`src/pkg/maac_pkg.sv`:
```
/*
  Constants for the memory alignment and atomicity checker.
  Assumes a 64-bit virtual address and byte-sized operand encodings.
*/
package maac_pkg;
  // ---------------------------------------------------------------
  // Operand sizes and geometry
  // ---------------------------------------------------------------
  localparam int unsigned ADDR_W        = 64;
  localparam logic [4:0] SZ_1           = 5'h01;
  localparam logic [4:0] SZ_2           = 5'h02;
  localparam logic [4:0] SZ_4           = 5'h04;
  localparam logic [4:0] SZ_8           = 5'h08;
  localparam logic [4:0] SZ_10          = 5'h0a;
  localparam logic [4:0] SZ_16          = 5'h10;
  localparam logic [5:0] SZ_32          = 6'h20;
  localparam logic [5:0] ALIGN_EXT      = 6'h10;
  localparam logic [12:0] PAGE_4K       = 13'h1000;
  localparam int unsigned LINE_BYTES    = 64;
  localparam logic [5:0] TBL_ENTRY_BYTES = 6'h08;
  // ---------------------------------------------------------------
  // Reference kinds
  // ---------------------------------------------------------------
  typedef enum logic [2:0] {
    REF_LOAD, REF_STORE, REF_SEMA, REF_FETCH, REF_WALK, REF_ADV_LOAD,
    REF_PAIR_LOAD
  } maac_kind_e;
  // Reset values
  localparam logic RST_BUSY = 1'b0;
endpackage : maac_pkg

```
`src/hw/maac_top.sv`:
```
/*
  Alignment and atomicity checker for one load/store issue slot.
  Assumes a single-issue request stream; results one cycle later.
*/
`timescale 1ns/1ps
// What this block does
// - Fetches and aligned references are atomic except extended to non-WB memory
// - Aligned extended reference to non-WB memory may raise unsupported fault
// - Loads may forward from store buffer; result may look non-atomic
// - 16-byte aligned integer or double pair is one atomic access
// - 8-byte aligned single pair is one atomic access
// - Aligned references never raise the unaligned fault
// - An instruction is fetched atomically with its bundle template
// - With check enabled, misaligned native references fault and are suppressed
// - Sizes align on own size; 10 and 16 byte on 16
// - With check enabled, misaligned legacy references raise legacy exception
// - Page walker table entries are always 32-byte aligned
// - Misaligned native semaphore references always fault
// - With check off, native cache line crossing faults by choice
// - Native reference crossing a 4K boundary always faults
// - Legacy references never fault when both checks are off
// - With check off, unaligned advanced loads execute; table allocation may be declined
// - Unaligned advanced load may allocate a larger covering entry
// - Any store may invalidate entries from unaligned loads
// - Faults reported precisely, in order, one reference at a time
// - State saved on fault and restored on return
module maac_top
  import maac_pkg::*;
#(
  parameter int unsigned LINE_B = maac_pkg::LINE_BYTES
)(
  input  wire logic                      CORE_CLK_I,
  input  wire logic                      SRST_I,
  input  wire logic                      REQ_VALID_I,
  input  wire logic [2:0]                REQ_KIND_I,
  input  wire logic [4:0]                REQ_SIZE_I,
  input  wire logic [maac_pkg::ADDR_W-1:0] REQ_ADDR_I,
  input  wire logic                      REQ_LEGACY_I,
  input  wire logic                      REQ_WB_I,
  input  wire logic                      ALIGNMENT_CHECK_ENABLE_I,
  input  wire logic                      LEGACY_CHECK_EN_I,
  input  wire logic                      EXT_UNSUP_EN_I,
  input  wire logic                      STBUF_HIT_I,
  input  wire logic                      RFI_I,
  output logic                           MEM_REQ_O,
  output logic [maac_pkg::ADDR_W-1:0]    MEM_ADDR_O,
  output logic [5:0]                     MEM_BYTES_O,
  output logic                           MEM_ATOMIC_O,
  output logic                           MEM_FWD_O,
  output logic                           UNALIGNED_FAULT_O,
  output logic                           LEGACY_AC_FAULT_O,
  output logic                           UNSUP_FAULT_O,
  output logic                           TBL_ALLOC_O,
  output logic [maac_pkg::ADDR_W-1:0]    TBL_ADDR_O,
  output logic [5:0]                     TBL_BYTES_O,
  output logic                           TBL_INV_UNALIGNED_O,
  output logic                           FAULT_PENDING_O,
  output logic [maac_pkg::ADDR_W-1:0]    SAVED_ADDR_O,
  output logic                           RESUME_O
);
  import maac_pkg::*;

  // Fault state is read by the decode below, so it is declared first
  logic              fault_pend_r;
  logic [ADDR_W-1:0] saved_r;

  // ---------------------------------------------------------------
  // Decode
  // ---------------------------------------------------------------
  function automatic logic [5:0] align_of(input logic [4:0] sz,
                                          input logic [2:0] kd);
    if (kd == REF_WALK)
      align_of = SZ_32;
    else if (sz == SZ_10 || sz == SZ_16)
      align_of = ALIGN_EXT;
    else if (kd == REF_PAIR_LOAD && sz == SZ_16)
      align_of = ALIGN_EXT;
    else
      align_of = {1'b0, sz};
  endfunction : align_of

  wire logic [5:0]  req_align = align_of(REQ_SIZE_I, REQ_KIND_I);
  wire logic [5:0]  low_bits  = REQ_ADDR_I[5:0];
  wire logic [5:0]  align_msk = req_align - 6'h01;
  wire logic        misalign  = |(low_bits & align_msk);
  wire logic [12:0] span_end  = {1'b0, REQ_ADDR_I[11:0]}
                                + {8'h00, REQ_SIZE_I} - 13'h0001;
  wire logic        cross_4k  = span_end[12];
  wire logic [6:0]  line_end  = {1'b0, REQ_ADDR_I[5:0]}
                                + {2'h0, REQ_SIZE_I} - 7'h01;
  wire logic        cross_ln  = (LINE_B == 64) ? line_end[6] : 1'b0;
  wire logic        is_fetch  = REQ_KIND_I == REF_FETCH;
  wire logic        is_sema   = REQ_KIND_I == REF_SEMA;
  wire logic        is_store  = REQ_KIND_I == REF_STORE;
  wire logic        is_adv    = REQ_KIND_I == REF_ADV_LOAD;
  wire logic        is_data   = !is_fetch;
  wire logic        active    = REQ_VALID_I && !fault_pend_r;

  // Native faults; aligned references never get here
  wire logic nat_fault = active && is_data && !REQ_LEGACY_I && misalign
    && (ALIGNMENT_CHECK_ENABLE_I
        || is_sema
        || cross_ln);
  wire logic nat_4k = active && is_data && !REQ_LEGACY_I
    && cross_4k;
  wire logic unal_f = nat_fault || nat_4k;
  wire logic leg_f  = active && is_data && REQ_LEGACY_I && misalign
    && (ALIGNMENT_CHECK_ENABLE_I || LEGACY_CHECK_EN_I);
  // Optional unsupported fault for extended non-WB references
  wire logic uns_f  = active && !misalign && !REQ_LEGACY_I && EXT_UNSUP_EN_I
    && REQ_SIZE_I == SZ_10 && !REQ_WB_I;
  wire logic any_f  = unal_f || leg_f || uns_f;
  wire logic issue  = active && !any_f;
  // Atomic when aligned, except extended to non-WB memory or a store buffer hit
  wire logic atomic = !misalign && !(REQ_SIZE_I == SZ_10 && !REQ_WB_I)
    && !STBUF_HIT_I;
  // Fetches move a whole bundle with its template in one access
  wire logic [5:0] bytes = is_fetch ? ALIGN_EXT
                         : {1'b0, REQ_SIZE_I};
  // Covering entry: round down to an 8-byte boundary, one or two 8-byte blocks
  wire logic        tbl_wide = is_adv && misalign;
  wire logic [ADDR_W-1:0] tbl_base = tbl_wide
    ? {REQ_ADDR_I[ADDR_W-1:3], 3'h0} : REQ_ADDR_I;
  wire logic [6:0]  tbl_need = {1'b0, REQ_ADDR_I[2:0] == 3'h0 ? 6'h00
    : {3'h0, REQ_ADDR_I[2:0]}} + {2'h0, REQ_SIZE_I};
  wire logic [5:0]  tbl_sz = !tbl_wide ? {1'b0, REQ_SIZE_I}
    : (tbl_need > 7'h08) ? ALIGN_EXT : TBL_ENTRY_BYTES;
  // Wide entries that would not cover the range are declined
  wire logic tbl_ok = !tbl_wide || tbl_need <= 7'h10;

  // ---------------------------------------------------------------
  // Registers
  // ---------------------------------------------------------------

  always_ff @(posedge CORE_CLK_I)
  begin
    if (SRST_I)
    begin
      MEM_REQ_O           <= 1'b0;
      MEM_ADDR_O          <= '0;
      MEM_BYTES_O         <= 6'h00;
      MEM_ATOMIC_O        <= 1'b0;
      MEM_FWD_O           <= 1'b0;
      UNALIGNED_FAULT_O   <= 1'b0;
      LEGACY_AC_FAULT_O   <= 1'b0;
      UNSUP_FAULT_O       <= 1'b0;
      TBL_ALLOC_O         <= 1'b0;
      TBL_ADDR_O          <= '0;
      TBL_BYTES_O         <= 6'h00;
      TBL_INV_UNALIGNED_O <= 1'b0;
      RESUME_O            <= 1'b0;
    end
    else
    begin
      MEM_REQ_O           <= issue;
      MEM_ADDR_O          <= REQ_ADDR_I;
      MEM_BYTES_O         <= bytes;
      MEM_ATOMIC_O        <= issue && atomic;
      MEM_FWD_O           <= issue && STBUF_HIT_I
                             && !is_store;
      UNALIGNED_FAULT_O   <= unal_f;
      LEGACY_AC_FAULT_O   <= leg_f;
      UNSUP_FAULT_O       <= uns_f;
      TBL_ALLOC_O         <= issue && is_adv && tbl_ok;
      TBL_ADDR_O          <= tbl_base;
      TBL_BYTES_O         <= tbl_sz;
      TBL_INV_UNALIGNED_O <= issue && is_store;
      RESUME_O            <= fault_pend_r && RFI_I;
    end
  end

  // Fault holds off later references until return, keeping order precise
  always_ff @(posedge CORE_CLK_I)
  begin
    if (SRST_I)
    begin
      fault_pend_r <= RST_BUSY;
      saved_r      <= '0;
    end
    else if (any_f)
    begin
      fault_pend_r <= 1'b1;
      saved_r      <= REQ_ADDR_I;
    end
    else if (RFI_I)
      fault_pend_r <= 1'b0;
  end

  assign FAULT_PENDING_O = fault_pend_r;
  assign SAVED_ADDR_O    = saved_r;
endmodule : maac_top

```
`config.mk`:
```
export PLATFORM = sky130hd
export DESIGN_NAME = maac_top
export DESIGN_NICKNAME = d
export VERILOG_FILES = /design/src/pkg/maac_pkg.sv /design/src/hw/maac_top.sv
export SDC_FILE = /design/constraint.sdc
export NUM_CORES = 1
export LEC_CHECK = 0
export BUFFER_PORTS_ARGS = -buffer_cell sky130_fd_sc_hd__buf_2
export CAP_MARGIN = 25
export CORE_ASPECT_RATIO = 1.25
export CORE_MARGIN = 2
export CORE_UTILIZATION = 48
export CTS_BUF_LIST = sky130_fd_sc_hd__clkbuf_8
export DETAILED_ROUTE_END_ITERATION = 12
export HOLD_SLACK_MARGIN = 0.02
export PLACE_DENSITY_LB_ADDON = 0.3
export SLEW_MARGIN = 20
export SYNTH_ARGS = -nofsm -noshare
export SYNTH_HDL_FRONTEND = slang
export SYNTH_SLANG_ARGS = --single-unit
export TNS_END_PERCENT = 30
```
`constraint.sdc`:
```
create_clock -name CORE_CLK_I -period 3.3 [get_ports CORE_CLK_I]
set_clock_uncertainty 0.05 [all_clocks]
set_input_delay 0.33 -clock CORE_CLK_I [delete_from_list [all_inputs] [get_ports CORE_CLK_I]]
set_output_delay 0.33 -clock CORE_CLK_I [all_outputs]
set_load 0.02 [all_outputs]
```
==> summary.txt <==
Slew Viols, Final: 0
Slew @ Worst Pin: 0.770 ns
post-synth cell types: 57
CTS resizes: 0
share of the synthesized area in the top cell type: 48.9%
fin crit share: 84.4%
crit-path cells: buf_2 > inv_1 > ha_1 > inv_1 > ha_1 > a31oi_1 > nor2_1 > mux2_2 > o21ai_0 > a211oi_4 > buf_4 > mux2_2
syn_area_per_cell: 10.4 um^2
max-cap violation count: 0
final setup fails: 0
synth warn: 0
Fin Hold WS: 0.0919 ns
largest net degree at the start of global routing: 77
clk buf depth: 2
width of the die: 106 um
FFs w/ async S/R, synth: 0%
ranking of synthesized cells by area: dfxtp_1 49%, nor2b_1 12%, mux2_2 11%, buf_4 8.3%, ha_1 3.6%
CTS tree: yes
GRT Total Usage: 21.8%
r2r startpoint: FAULT_PENDING_O
number of buffers inserted by port buffering: 293
Tmin final: 2.79 ns
largest area contributor in the netlist: dfxtp_1
post-synthesis cell count: 592
final net count: 926
CP max FO: 23
Worst Hold Class: in2reg
postcts setup bufs: 0
Placement Setup Slack: 0.0615 ns
H-tree depth: 4
gpl congestion: 0.903
Starting Density: 48.8%
final cell area excluding filler cells: 7740 um^2
Area growth syn-to-layout: 25.2%
Critical Path Start: REQ_SIZE_I[2]
Routed Antenna Nets: 0
Seq/Total Area, Yosys: 48.9%
CP arrival: 3.06 ns
DR vias: 4828
clk sinks: 151
predominant post-synthesis flop cell: dfxtp_1
initial DRC count: 174
die height: 131 um
Critical Path RT: 3.58 ns
total CTS buffers: 17
Total Power: 4370 uW
number of synthesized flops with an enable pin: 0
clock root cell: clkbuf_8
Critical Path End Type: register
power density cells: 565 nW/um^2
Fmax: 359 MHz
most frequent cells in the layout: 292 x buf_2, 151 x dfxtp_1, 114 x nor2b_1
commonest non-fill, non-tap cell in the layout: buf_2
Mapped Area: 6180 um^2
CP top delay family: compound AO/OA/AOI/OAI gates
Leak: 0.00404 uW
Clock Pin Slew Worst Setup and Hold Paths: 0.08 ns
core area: 12700 um^2
status: complete, no violations
final worst slack: 0.513 ns
initial antenna violation count: 0
HP Start: RFI_I
drc violations: 0
crit path buf inv count: 4
CP Launch Type: input port
DP Area: 7350 um^2
share of layout cells above drive strength 1: 48.0%
first-pass GRT wire length: 23400 um
Critical-path top delay cell: mux2_2
Rel. slew slack: 48.7%
hold_buf cts: 0
DR WL/cell: 15.6 um
die area: 13800 um^2
Cell Rows: 46
Peak VDD IR: 0.230 mV
Via density: 4.81
hpwl dp: 12100 um
# fillers: 1082
RSZ-0062 raised after global routing: no
critical setup path kind: in2reg
vias in the first global route: 4655
Worst-Skew Late Latency: 0.43 ns
GR Overflow Total: 0
Routed WL: 15700 um
Final Hold Viols: 0
drt first pass iters: 4
FF+latch count, synth: 151
setup tns final: 0 ns
Max stage delay on crit path: 0.38 ns
IO Pins: 296
diode count: 0
==> Yosys cell counts (2+ instances only) <==
master,number
dfxtp_1,151
nor2b_1,114
buf_4,68
mux2_2,60
inv_1,28
nor2_1,25
clkbuf_1,18
ha_1,18
nand2_1,14
nor3_1,11
nor3b_1,7
a21oi_1,5
nand3_1,5
o21ai_0,4
a21o_1,3
a31oi_1,3
and2_1,3
buf_6,3
mux2i_1,3
nand2b_1,3
o31ai_1,3
a32oi_1,2
and3_1,2
and3b_1,2
mux2_4,2
nor4b_1,2
or4_1,2
xnor2_1,2
==> metal layers <==
| layer | track usage, % | vias up | wire length, um |
|---|---|---|---|
| met5 | 0 | - | 0 |
| met4 | 9.91 | 0 | 439 |
| met3 | 7.09 | 34 | 1250 |
| met2 | 40.0 | 208 | 8120 |
| met1 | 22.9 | 2244 | 5850 |
| li1 | - | 2342 | - |
==> final cells by class <==
class                           count  area, um^2  area share, %
Inverter                           29         109           1.41
Clock inverter                     12         145           1.87
Sequential cell                   151        3020           39.0
Multi-Input combinational cell    322        2440           31.6
Clock buffer                       18         248           3.20
Timing Repair Buffer              304        1560           20.2
Tap cell                          168         210           2.71
==> path summary, 6_finish.rpt <==
kind | to | slack, ns | depth (start not counted)
max | SAVED_ADDR_O[30] | 0.51 | 12
min | RESUME_O | 0.09 | 2
max reg2reg | SAVED_ADDR_O[13] | 0.80 | 7
min reg2reg | SAVED_ADDR_O[2] | 0.41 | 2
==> sequential cells by signal, summed over array words and instances (netlist names) <==
| register | cells |
|---|---|
| MEM_ADDR_O | 64 |
| SAVED_ADDR_O | 64 |
| MEM_BYTES_O | 5 |
| TBL_BYTES_O | 5 |
| TBL_ADDR_O | 3 |
| FAULT_PENDING_O | 1 |
| LEGACY_AC_FAULT_O | 1 |
| MEM_ATOMIC_O | 1 |
| MEM_FWD_O | 1 |
| MEM_REQ_O | 1 |
| RESUME_O | 1 |
| TBL_ALLOC_O | 1 |
| TBL_INV_UNALIGNED_O | 1 |
| UNALIGNED_FAULT_O | 1 |
| UNSUP_FAULT_O | 1 |
==> stage by stage <==
| step | cells | util [%] |
|---|---|---|
| after global routing | 1004 | 61.1 |
| after detailed placement | 974 | 58.0 |
| final | 1004 | 61.1 |
| after global placement | 974 | 58.0 |
| after CTS | 1004 | 61.1 |
| after floorplan | 593 | - |
==> power by group <==
group | switching [uW] | leakage [uW] | internal, uW | total [uW]
clock network | 714 | 0.000187 | 699 | 1410
logic | 552 | 0.00260 | 378 | 931
registers | 63.8 | 0.00125 | 1970 | 2030
==> cell families after synthesis <==
kind of cell,after synthesis,synth area share (%)
muxes,65,11.9
AOI/OAI and AO/OA,32,3.82
buffers and inverters,120,11.8
other,1,0.0606
adders and majority gates,19,3.97
xor gates and xnor gates,3,0.425
and+or+nand+nor,201,19.2
DFF,151,48.9
Note: power is estimated with default switching activity, not from simulation.
